File: config.mk
export PLATFORM = sky130hd
export DESIGN_NAME = pllcg_clock_gen
export DESIGN_NICKNAME = d
export VERILOG_FILES = /design/src/logic/pllcg_pkg.sv /design/src/logic/pllcg_clock_gen.sv
export VERILOG_INCLUDE_DIRS = /design/src /design/src/logic
export SDC_FILE = /design/constraint.sdc
export NUM_CORES = 1
export LEC_CHECK = 0
export ABC_AREA = 1
export BUFFER_PORTS_ARGS = -buffer_cell sky130_fd_sc_hd__buf_2
export CORE_UTILIZATION = 55
export DETAILED_ROUTE_END_ITERATION = 10
export HOLD_SLACK_MARGIN = 0.15
export PLACE_DENSITY = 0.79
export SLEW_MARGIN = 10
export SYNTH_ARGS = -nofsm -noshare
export SYNTH_HDL_FRONTEND = slang
export SYNTH_SLANG_ARGS = --single-unit
File: constraint.sdc
create_clock -name mclk_i -period 4.75 [get_ports mclk_i]
set_input_delay 0.475 -clock mclk_i [delete_from_list [all_inputs] [get_ports mclk_i]]
set_output_delay 0.475 -clock mclk_i [all_outputs]
set_load 0.05 [all_outputs]
File: src/logic/pllcg_consts.svh
// Constants for the clock generation chain: divide counts and timing figures
`ifndef PLLCG_CONSTS_SVH
`define PLLCG_CONSTS_SVH

// ------------------------------------------------------------------
// PLL indices
// ------------------------------------------------------------------
`define PLLCG_IDX_INT        0
`define PLLCG_IDX_LS         1
`define PLLCG_IDX_HS         2
`define PLLCG_IDX_DOT        3
`define PLLCG_NUM_PLL        4

// ------------------------------------------------------------------
// Feedback divide counts (multiplication factors)
// ------------------------------------------------------------------
`define PLLCG_INT_FB_DIV     6'h2d
`define PLLCG_LS_FB_DIV      6'h19
`define PLLCG_HS_FB_DIV      6'h09
`define PLLCG_DOT_DIV_BASE   6'h09

// ------------------------------------------------------------------
// Reference and output dividers
// ------------------------------------------------------------------
`define PLLCG_DOT_REF_DIV    6'h10
`define PLLCG_HS_REF_DIV     6'h05
`define PLLCG_CPU_DIV        6'h02
`define PLLCG_TIMER_DIV      6'h1f
`define PLLCG_NUM_RDIV       4
`define PLLCG_RDIV_DOT       0
`define PLLCG_RDIV_HS        1
`define PLLCG_RDIV_CPU       2
`define PLLCG_RDIV_TIMER     3

// ------------------------------------------------------------------
// RTC reset pulse length
// ------------------------------------------------------------------
`define PLLCG_RTC_RST_NS     1000
`define PLLCG_CLK_NS         25
`define PLLCG_RTC_RST_CYC    ((`PLLCG_RTC_RST_NS + `PLLCG_CLK_NS - 1) / `PLLCG_CLK_NS)

`endif

File: src/logic/pllcg_pkg.sv
// Types shared by the clock generation chain
`default_nettype none
package pllcg_pkg;
	typedef logic [5:0] pllcg_cnt_t;   // Divider count

	// RTC one-shot states, Gray along WAIT, PULSE, DONE (WAIT to DONE changes both bits)
	typedef enum logic [1:0] {
		PLLCG_OS_WAIT  = 2'h0,
		PLLCG_OS_PULSE = 2'h1,
		PLLCG_OS_DONE  = 2'h3
	} pllcg_os_e;
endpackage : pllcg_pkg
`default_nettype wire

File: src/logic/pllcg_clock_gen.sv
// Digital part of the clock generation chain: dividers, phase detectors, RTC reset
// ------------------------------------------------------------------
// What this block does
// RULE1: Up when reference leads, down when feedback leads
// RULE2: Intermediate PLL feedback divides by 45
// RULE3: Low-speed PLL multiplies intermediate output by 25
// RULE4: Dot-clock reference is low-speed output over 16
// RULE5: Ratio code 000..111 selects divider 9..16
// RULE6: User waits for stabilization after ratio change
// RULE7: High-speed reference is low-speed over five, feedback nine
// RULE8: High-speed output clocks DRAM at full rate
// RULE9: High-speed output halved for CPU core PLL
// RULE10: Low battery at power-up asserts RTC reset
// RULE11: One-shot gives a single RTC reset pulse
// RULE12: System reset drives RTC isolation power-down
// RULE13: Timer clock internal or external clock pin
// RULE14: New ratio applied at divider count boundary
// ------------------------------------------------------------------
`timescale 1ns/1ps
`default_nettype none
`include "pllcg_consts.svh"

module pllcg_clock_gen #(
	parameter int RTC_RST_CYC = `PLLCG_RTC_RST_CYC   // RTC reset pulse length
) (
	input  wire logic       mclk_i,                 // 40 MHz clock
	input  wire logic       reset_n_i,              // Async reset, active low
	input  wire logic       slow_crystal_in_i,      // 32.768 kHz reference tick
	input  wire logic       int_vco_tick_i,         // Intermediate VCO tick
	input  wire logic       ls_vco_tick_i,          // Low-speed VCO tick
	input  wire logic       hs_vco_tick_i,          // High-speed VCO tick
	input  wire logic       dot_vco_tick_i,         // Dot-clock VCO tick
	input  wire logic [2:0] dot_clock_ratio_sel_i,  // Dot-clock ratio code
	input  wire logic       batt_low_i,             // Backup battery below threshold
	input  wire logic       sys_reset_n_i,          // System reset pin, active low
	input  wire logic       timer_src_ext_i,        // 1 selects external timer clock
	input  wire logic       clk_io_i,               // External timer clock pin
	output logic      [3:0] pd_up_o,                // Phase detector up per PLL
	output logic      [3:0] pd_down_o,              // Phase detector down per PLL
	output logic      [3:0] fb_tick_o,              // Feedback divider tick per PLL
	output logic            int_clk_o,              // Intermediate PLL output tick
	output logic            ls_clk_o,               // Low-speed PLL output tick
	output logic            dot_clk_o,              // Dot clock tick
	output logic            dram_clk_o,             // DRAM controller clock tick
	output logic            dot_ref_o,              // Dot-clock PLL reference tick
	output logic            hs_ref_o,               // High-speed PLL reference tick
	output logic            cpu_pll_ref_o,          // CPU core PLL input tick
	output logic            interval_timer_clk_o,   // Interval timer clock tick
	output logic      [5:0] dot_div_o,              // Dot-clock divider in use
	output logic            rtc_reset_o,            // RTC reset pulse
	output logic            rtc_power_down_o        // RTC isolation
);

	// ------------------------------------------------------------------
	// Elaboration checks
	// ------------------------------------------------------------------
	if (RTC_RST_CYC < 1 || RTC_RST_CYC > 65535) begin : g_chk
		$error("RTC_RST_CYC out of range");
	end

	// ------------------------------------------------------------------
	// Per-PLL wiring
	// ------------------------------------------------------------------
	logic                 ref_tick [`PLLCG_NUM_PLL];   // Reference tick per PLL
	logic                 vco_tick [`PLLCG_NUM_PLL];   // VCO tick per PLL
	pllcg_pkg::pllcg_cnt_t fb_div  [`PLLCG_NUM_PLL];   // Feedback divide count
	logic                 fb_wrap  [`PLLCG_NUM_PLL];   // Feedback count boundary
	logic                 rdiv_in  [`PLLCG_NUM_RDIV];  // Ref divider input ticks
	logic                 rdiv_out [`PLLCG_NUM_RDIV];  // Ref divider output ticks
	pllcg_pkg::pllcg_cnt_t dot_div;                    // Dot divider in use
	pllcg_pkg::pllcg_cnt_t next_dot_div;               // Next dot divider
	logic                 clk_io_q;                    // Previous pin level
	logic                 ext_edge;                    // External pin rising edge

	assign vco_tick[`PLLCG_IDX_INT] = int_vco_tick_i;
	assign vco_tick[`PLLCG_IDX_LS]  = ls_vco_tick_i;
	assign vco_tick[`PLLCG_IDX_HS]  = hs_vco_tick_i;
	assign vco_tick[`PLLCG_IDX_DOT] = dot_vco_tick_i;

	// Reference chain
	assign ref_tick[`PLLCG_IDX_INT] = slow_crystal_in_i;
	assign ref_tick[`PLLCG_IDX_LS]  = int_vco_tick_i;                // see RULE3
	assign ref_tick[`PLLCG_IDX_HS]  = rdiv_out[`PLLCG_RDIV_HS];      // see RULE7
	assign ref_tick[`PLLCG_IDX_DOT] = rdiv_out[`PLLCG_RDIV_DOT];     // see RULE4

	// Feedback divide counts
	assign fb_div[`PLLCG_IDX_INT] = `PLLCG_INT_FB_DIV;               // see RULE2
	assign fb_div[`PLLCG_IDX_LS]  = `PLLCG_LS_FB_DIV;                // see RULE3
	assign fb_div[`PLLCG_IDX_HS]  = `PLLCG_HS_FB_DIV;                // see RULE7
	assign fb_div[`PLLCG_IDX_DOT] = dot_div;                         // see RULE5

	// Reference and output divider inputs
	assign rdiv_in[`PLLCG_RDIV_DOT]   = ls_vco_tick_i;
	assign rdiv_in[`PLLCG_RDIV_HS]    = ls_vco_tick_i;
	assign rdiv_in[`PLLCG_RDIV_CPU]   = hs_vco_tick_i;               // see RULE9
	assign rdiv_in[`PLLCG_RDIV_TIMER] = ls_vco_tick_i;

	// ------------------------------------------------------------------
	// Feedback divider and phase detector per PLL
	// ------------------------------------------------------------------
	for (genvar i = 0; i < `PLLCG_NUM_PLL; i++) begin : g_pll
		pllcg_pkg::pllcg_cnt_t cnt;        // Feedback count
		pllcg_pkg::pllcg_cnt_t next_cnt;   // Next feedback count
		logic                 up;          // Up state
		logic                 down;        // Down state
		logic                 next_up;     // Next up
		logic                 next_down;   // Next down
		logic                 fb;          // Feedback tick
		logic                 fb_q;        // Registered feedback tick

		// Feedback tick on the last VCO tick of each division
		assign fb_wrap[i] = vco_tick[i] && (cnt == fb_div[i] - 6'h01);
		assign fb = fb_wrap[i];

		// Next count and detector state
		always_comb begin
			next_cnt = cnt;
			if (fb_wrap[i]) begin
				next_cnt = 6'h00;
			end else if (vco_tick[i]) begin
				next_cnt = cnt + 6'h01;
			end
			// Leading edge sets its flag; both set clears both
			next_up   = up   || ref_tick[i];                         // see RULE1
			next_down = down || fb;                                  // see RULE1
			if (next_up && next_down) begin
				next_up   = 1'b0;
				next_down = 1'b0;
			end
		end

		// Register the divider and detector
		always_ff @(posedge mclk_i or negedge reset_n_i) begin
			if (!reset_n_i) begin
				cnt  <= 6'h00;
				up   <= 1'b0;
				down <= 1'b0;
				fb_q <= 1'b0;
			end else begin
				cnt  <= next_cnt;
				up   <= next_up;
				down <= next_down;
				fb_q <= fb;
			end
		end

		assign pd_up_o[i]   = up;
		assign pd_down_o[i] = down;
		assign fb_tick_o[i] = fb_q;
	end

	// ------------------------------------------------------------------
	// Reference and output dividers
	// ------------------------------------------------------------------
	localparam pllcg_pkg::pllcg_cnt_t RDIV_N [`PLLCG_NUM_RDIV] = '{
		`PLLCG_DOT_REF_DIV, `PLLCG_HS_REF_DIV, `PLLCG_CPU_DIV, `PLLCG_TIMER_DIV
	};

	for (genvar j = 0; j < `PLLCG_NUM_RDIV; j++) begin : g_rdiv
		pllcg_pkg::pllcg_cnt_t cnt;        // Divider count
		pllcg_pkg::pllcg_cnt_t next_cnt;   // Next divider count

		// One output tick per N input ticks
		assign rdiv_out[j] = rdiv_in[j] && (cnt == RDIV_N[j] - 6'h01);

		always_comb begin
			next_cnt = cnt;
			if (rdiv_out[j]) begin
				next_cnt = 6'h00;
			end else if (rdiv_in[j]) begin
				next_cnt = cnt + 6'h01;
			end
		end

		always_ff @(posedge mclk_i or negedge reset_n_i) begin
			if (!reset_n_i) begin
				cnt <= 6'h00;
			end else begin
				cnt <= next_cnt;
			end
		end
	end

	// ------------------------------------------------------------------
	// Dot-clock ratio, applied only at the feedback boundary
	// ------------------------------------------------------------------
	always_comb begin
		next_dot_div = dot_div;
		if (fb_wrap[`PLLCG_IDX_DOT]) begin                          // see RULE14
			next_dot_div = `PLLCG_DOT_DIV_BASE + {3'h0, dot_clock_ratio_sel_i}; // see RULE5
		end
	end

	always_ff @(posedge mclk_i or negedge reset_n_i) begin
		if (!reset_n_i) begin
			dot_div <= `PLLCG_DOT_DIV_BASE;
		end else begin
			dot_div <= next_dot_div;
		end
	end

	// ------------------------------------------------------------------
	// Clock tick outputs and timer source
	// ------------------------------------------------------------------
	logic next_timer;   // Selected timer tick

	assign ext_edge = clk_io_i && !clk_io_q;

	always_comb begin
		if (timer_src_ext_i) begin                                  // see RULE13
			next_timer = ext_edge;
		end else begin
			next_timer = rdiv_out[`PLLCG_RDIV_TIMER];
		end
	end

	// Register every tick output
	always_ff @(posedge mclk_i or negedge reset_n_i) begin
		if (!reset_n_i) begin
			clk_io_q             <= 1'b0;
			int_clk_o            <= 1'b0;
			ls_clk_o             <= 1'b0;
			dot_clk_o            <= 1'b0;
			dram_clk_o           <= 1'b0;
			dot_ref_o            <= 1'b0;
			hs_ref_o             <= 1'b0;
			cpu_pll_ref_o        <= 1'b0;
			interval_timer_clk_o <= 1'b0;
			dot_div_o            <= `PLLCG_DOT_DIV_BASE;
		end else begin
			clk_io_q             <= clk_io_i;
			int_clk_o            <= int_vco_tick_i;
			ls_clk_o             <= ls_vco_tick_i;
			dot_clk_o            <= dot_vco_tick_i;
			dram_clk_o           <= hs_vco_tick_i;                   // see RULE8
			dot_ref_o            <= rdiv_out[`PLLCG_RDIV_DOT];       // see RULE4
			hs_ref_o             <= rdiv_out[`PLLCG_RDIV_HS];        // see RULE7
			cpu_pll_ref_o        <= rdiv_out[`PLLCG_RDIV_CPU];       // see RULE9
			interval_timer_clk_o <= next_timer;                      // see RULE13
			dot_div_o            <= next_dot_div;
		end
	end

	// ------------------------------------------------------------------
	// RTC voltage monitor: one-shot reset and power-down isolation
	// ------------------------------------------------------------------
	pllcg_pkg::pllcg_os_e os_state;       // One-shot state
	pllcg_pkg::pllcg_os_e next_os_state;  // Next one-shot state
	logic [15:0]          os_cnt;         // Pulse length count
	logic [15:0]          next_os_cnt;    // Next pulse length count
	logic                 next_rtc_reset; // Next RTC reset level

	// Sample battery once after power-up; fire at most one pulse
	always_comb begin
		next_os_state  = os_state;
		next_os_cnt    = os_cnt;
		next_rtc_reset = 1'b0;
		case (os_state)
			pllcg_pkg::PLLCG_OS_WAIT: begin
				if (batt_low_i) begin                                // see RULE10
					next_os_state  = pllcg_pkg::PLLCG_OS_PULSE;
					next_os_cnt    = 16'(RTC_RST_CYC - 1);
					next_rtc_reset = 1'b1;
				end else begin
					next_os_state = pllcg_pkg::PLLCG_OS_DONE;
				end
			end
			pllcg_pkg::PLLCG_OS_PULSE: begin
				if (os_cnt == 16'h0000) begin
					next_os_state = pllcg_pkg::PLLCG_OS_DONE;        // see RULE11
				end else begin
					next_os_cnt    = os_cnt - 16'h0001;
					next_rtc_reset = 1'b1;
				end
			end
			default: begin
				next_os_state = pllcg_pkg::PLLCG_OS_DONE;            // see RULE11
			end
		endcase
	end

	// Register one-shot and isolation
	always_ff @(posedge mclk_i or negedge reset_n_i) begin
		if (!reset_n_i) begin
			os_state         <= pllcg_pkg::PLLCG_OS_WAIT;
			os_cnt           <= 16'h0000;
			rtc_reset_o      <= 1'b0;
			rtc_power_down_o <= 1'b0;
		end else begin
			os_state         <= next_os_state;
			os_cnt           <= next_os_cnt;
			rtc_reset_o      <= next_rtc_reset;
			rtc_power_down_o <= !sys_reset_n_i;                      // see RULE12
		end
	end

endmodule : pllcg_clock_gen
`default_nettype wire

======== Word-level counts from Yosys, hierarchy flattened ========
Cells that the tools add are included.
cells by class
  add/subtract/negate cells ............... 11
  mux-type cells .......................... 34
  reduce and logical (&&, ||, !) cells .... 35
  equal/unequal tests ..................... 12
operators with widths
  kind                     count
  $mux W6                  16
  $add A6 B1 Y6 const B    8
  $mux W16                 2
  $pmux W16 S2             1
  $reduce_bool A2 Y1       9
  $logic_not A16 Y1        1
  $sub A16 B1 Y16 const B  1
  $logic_and A1 B1 Y1      13
  $eq A6 B4 Y1 const B     2
  $eq A6 B5 Y1 const B     2
  $mux W1                  11
  $logic_or A1 B1 Y1       8
  $eq A6 B1 Y1 const B     1
  $eq A6 B3 Y1 const B     1
  $eq A6 B6 Y1             1
  $eq A6 B6 Y1 const B     1
  $ne A2 B2 Y1 const B     3
  $sub A6 B1 Y6 const B    1
  $add A4 B3 Y5 const A    1
  $mux W2                  2
  $pmux W2 S2              1
  $reduce_and A3 Y1        1
  $eq A2 B1 Y1 const B     1
  $logic_not A1 Y1         2
  2 further kinds          2
word-level totals
  register bits after elaboration ......... 95
  bits of input ports ..................... 14

======== Logic depth before layout (Yosys ltp) ========
  word-level depth ........................ 6
  mapped depth ............................ 12
  gate-level depth less buffers ........... 11

======== Worst setup path after synthesis ========
No wires, ideal clock.
  path type ............................... register to register
  start point ............................. register, netlist name dot_div_o[0]
  end point ............................... register dot_div_o[2]
  buffers on the path ..................... 1
  stages on the path, launching flop included .. 12
  period minus slack after synthesis ...... 1.980 ns
  data arrival time ....................... 1.860 ns
  slack ................................... 2.770 ns
  path through ............................ dfstp_2 -> inv_1 -> ha_1 -> nand2_1 -> nand3_1 -> nor2_1 -> nand2_1 -> nor2_4 -> nand2_1 -> buf_6 -> nand2_1 -> nand2_1
RTL lines
  item                  line                    RTL
  end signal, assigned  pllcg_clock_gen.sv:229  dot_div_o <= `PLLCG_DOT_DIV_BASE;
  end signal, assigned  pllcg_clock_gen.sv:240  dot_div_o <= next_dot_div;
  end, declared         pllcg_clock_gen.sv:49   output logic [5:0] dot_div_o,

==> impl_metrics.py <==
metrics = {
    "synthesis": {
        "synthAdderAreaFrac_pct": 4.95,
        "synthXorXnorAreaFrac_pct": 3.83,
        "ys_ff_latch": 94,
        "synth-compound-area-share_pct": 6.22,
        "yosys_warnings": 0,
        "yosys.area_share.simple_pct": 25.2,
        "synth_top_family_by_area": "simple AND/OR/NAND/NOR gates",
        "ys_seq_area_share_pct": 49.0,
        "synth_mux_area_share_pct": 0,
        "avgSynthCellArea_um2": 8.23,
        "synth_nets": 617,
        "syn-cell-area_um2": 4810,
        "synth_cell_type_count": 33,
        "syn_inst": 584,
    },
    "run_status": {
        "status": "finished clean",
    },
    "grt": {
        "use_met1_pct": 25.0,
        "grt.total_usage_pct": 19.6,
        "gr-usage-met2_pct": 33.2,
        "grt_max_degree": 55,
        "grt_util_met3_pct": 4.70,
        "top_usage_layer": "met2",
        "antenna_found_initial": 0,
        "grt_overflow": 0,
        "grt_pass1_wl_um": 13900,
        "grt_pass1_vias": 3299,
    },
    "critical_path": {
        "timing.reg2reg.setup_slack_ns": 2.68,
        "crit_arrival_ns": 2.32,
        "critPathKind": "flip-flop to flip-flop",
        "critPathMaxFanout": 11,
        "startpoint_type": "flip-flop",
        "endpoint_kind": "flip-flop",
        "cp.required_ns": 5.00,
    },
    "cts": {
        "cts_made_buffers": 9,
        "clock_path_buffers": 2,
        "cts_max_level": 3,
        "cts_resized": 0,
        "cts.sinks": 94,
        "cts_tree": "yes",
        "worstSkewPairLatency_ns": 0.36,
        "cts_root_buf": "clkbuf_8",
        "path_clk_slew_ns": 0.09,
    },
    "timing": {
        "setup_tns_ns": 0,
        "holdWs_ns": 0.232,
        "slew_viol_final": 0,
        "max_freq_mhz": 483,
        "slew-limit-headroom_pct": 32.9,
        "tightest_slew_ns": 1.00,
        "rsz0062_at_grt": "false",
        "hold_viol_final": 0,
        "fin_crit_ns": 2.07,
        "period_share_pct": 43.6,
        "worst_slack_ns": 2.68,
        "setup_violations": 0,
        "finClkSkew_ns": 0.00753,
    },
    "layout": {
        "design_area_um2": 5220,
        "final_nets": 650,
        "drive_above_1_share_pct": 11.1,
        "n_antenna_cell": 0,
        "syn_to_final_growth_pct": 8.62,
        "final_core_util_pct": 62.6,
        "stdcell_count": 727,
    },
    "power_and_ir_drop": {
        "p_leak_nw": 2.89,
        "clkPwrFrac_pct": 21.5,
        "finalPower_mw": 2.78,
        "ir_worst_vdd_mv": 0.273,
        "swShare_pct": 39.8,
        "p_seq_share_pct": 45.1,
        "p_sw_mw": 1.11,
        "combPwrFrac_pct": 33.4,
        "power_density_nw_per_um2": 533,
        "power.internal_mw": 1.67,
    },
    "route": {
        "wl_um": 8140,
        "vias": 3632,
        "dr.pass1.iters": 4,
        "drt-initial-drc-count": 171,
        "drc": 0,
        "ant_nets": 0,
        "wl_per_cell_um": 11.2,
        "vias_per_cell": 5.00,
    },
    "placed_design": {
        "place_area_um2": 4980,
        "place_inst": 710,
        "gp_congestion": 0.874,
        "dp_hpwl_um": 5850,
        "post-place-ws_ns": 2.66,
        "port_buffers": 40,
    },
    "floorplanning": {
        "die_y_um": 95.5,
        "ioPinCount": 42,
        "fp.coreArea_um2": 8340,
        "die_x_um": 95.5,
        "die-area_um2": 9120,
        "start_util_pct": 57.6,
        "num_rows": 33,
    },
    "hold_path": {
        "hold_path_class": "primary input to flip-flop",
    },
    "run": {
        "maxCapViolCount": 0,
    },
}
==> kinds of logic after synthesis <==
| group | count (synthesis) |
|---|---|
| and+or+nand+nor | 285 |
| buffers and inverters | 111 |
| DFF | 94 |
| AOI/OAI and AO/OA | 52 |
| xor gates and xnor gates | 21 |
| adders and majority gates | 19 |
| other | 2 |
==> worst max-delay path, stage by stage (launching register included) <==
cell,delay [ns]
dfstp_2,0.58
inv_1,0.06
ha_1,0.30
nand2_1,0.07
nand3_1,0.07
nor2_1,0.08
nand2_1,0.09
nor2_4,0.16
nand2_1,0.29
inv_1,0.20
nor2_1,0.07
==> routing by layer <==
layer | up-vias | part of all wire, % | wire [µm]
met1 | 1686 | 49 | 3980
met2 | 67 | 46 | 3760
met4 | 0 | 1.2 | 95
met5 | - | 0 | 0
met3 | 11 | 3.7 | 299
li1 | 1868 | - | -
==> power by group through the flow <==
stage,Sequential [mW],Clock (mW),Combinational [mW]
6_report,1.25,0.599,0.928
5_1_grt,1.29,0.646,1.07
4_1_cts,1.25,0.619,0.934
3_5_place_dp,1.26,0,0.928
3_3_place_gp,1.25,0,0.884
2_1_floorplan,1.29,0,0.695
==> layout by cell type, fill, tap and decap left out <==
master	netlist	routed
dlygate4sd3_1	0	1
nor4_1	2	2
inv_6	1	2
nand2_1	145	145
a41oi_1	1	1
xor2_1	19	19
clkinvlp_4	0	1
nand3b_1	3	3
ha_1	19	19
nand3_1	46	46
buf_4	13	2
buf_2	1	39
nor3_1	16	16
clkinv_2	0	1
nand2_2	1	1
dfstp_2	2	2
o21ai_2	5	5
nor2_4	1	1
clkbuf_8	0	9
a21oi_4	1	1
dfrtp_1	92	92
xnor2_1	2	2
a21oi_1	15	15
o21a_1	1	1
nand4_1	3	3
o211ai_1	1	1
inv_1	90	90
nor2_1	59	59
inv_8	0	2
conb_1	2	2
and3_1	4	4
and2_1	1	1
nor3b_1	3	3
o21ai_0	28	28
bufinv_16	0	2
nand2_4	1	1
==> worst paths after layout <==
kind,from,end,cells after the start
worst max-delay path,dot_div_o[0],g_pll[3].cnt[5],10
worst min-delay path,clk_io_i,clk_io_q,1
worst max register to register,dot_div_o[0],g_pll[3].cnt[5],10
worst min register to register,dot_div_o[3],dot_div_o[3],2
max in group asynchronous,reset_n_i,g_pll[3].up,3
min in group asynchronous,reset_n_i,g_pll[2].fb_q,2
==> area by class of cell <==
cell class                      count  area, µm²
Inverter                           91        347
Timing Repair Buffer               42        220
Tap cell                          105        131
Clock inverter                      7        104
Sequential cell                    94       2350
Clock buffer                        9        124
Fill cell                         720       3120
Multi-Input combinational cell    379       1940
==> cells in the mapped netlist <==
cell,count,share of area (%)
nand2_1,145,11
dfrtp_1,92,48
inv_1,90,7.0
nor2_1,59,4.6
nand3_1,46,4.8
o21ai_0,28,2.9
ha_1,19,4.9
xor2_1,19,3.5
nor3_1,16,1.7
a21oi_1,15,1.6
buf_4,13,2.0
o21ai_2,5,0.91
and3_1,4,0.52
clkbuf_1,3,0.23
nand3b_1,3,0.47
nand4_1,3,0.39
nor3b_1,3,0.47
buf_12,2,0.83
conb_1,2,0.16
dfstp_2,2,1.1
nor4_1,2,0.26
xnor2_1,2,0.36
a21oi_4,1,0.34
a41oi_1,1,0.18
and2_1,1,0.13
buf_2,1,0.10
buf_6,1,0.23
inv_6,1,0.18
nand2_2,1,0.13
nand2_4,1,0.23
nor2_4,1,0.23
o211ai_1,1,0.16
o21a_1,1,0.16
==> sequential cells by signal, indices dropped and copies added (netlist names), 2 cells and up <==
signal and flops:
dot_div_o 5, g_pll.cnt 24, g_pll.down 4, g_pll.fb_q 4, g_pll.up 4, g_rdiv.cnt 24, os_cnt 16, os_state 2
==> repair_timing <==
item / 4_1_cts / 5_1_grt
hold buffers: 1 / 0
hold endpoints to repair: 40 / 0
setup buffers: 0 / 0
No activity file was read; power rests on OpenSTA's default activity.
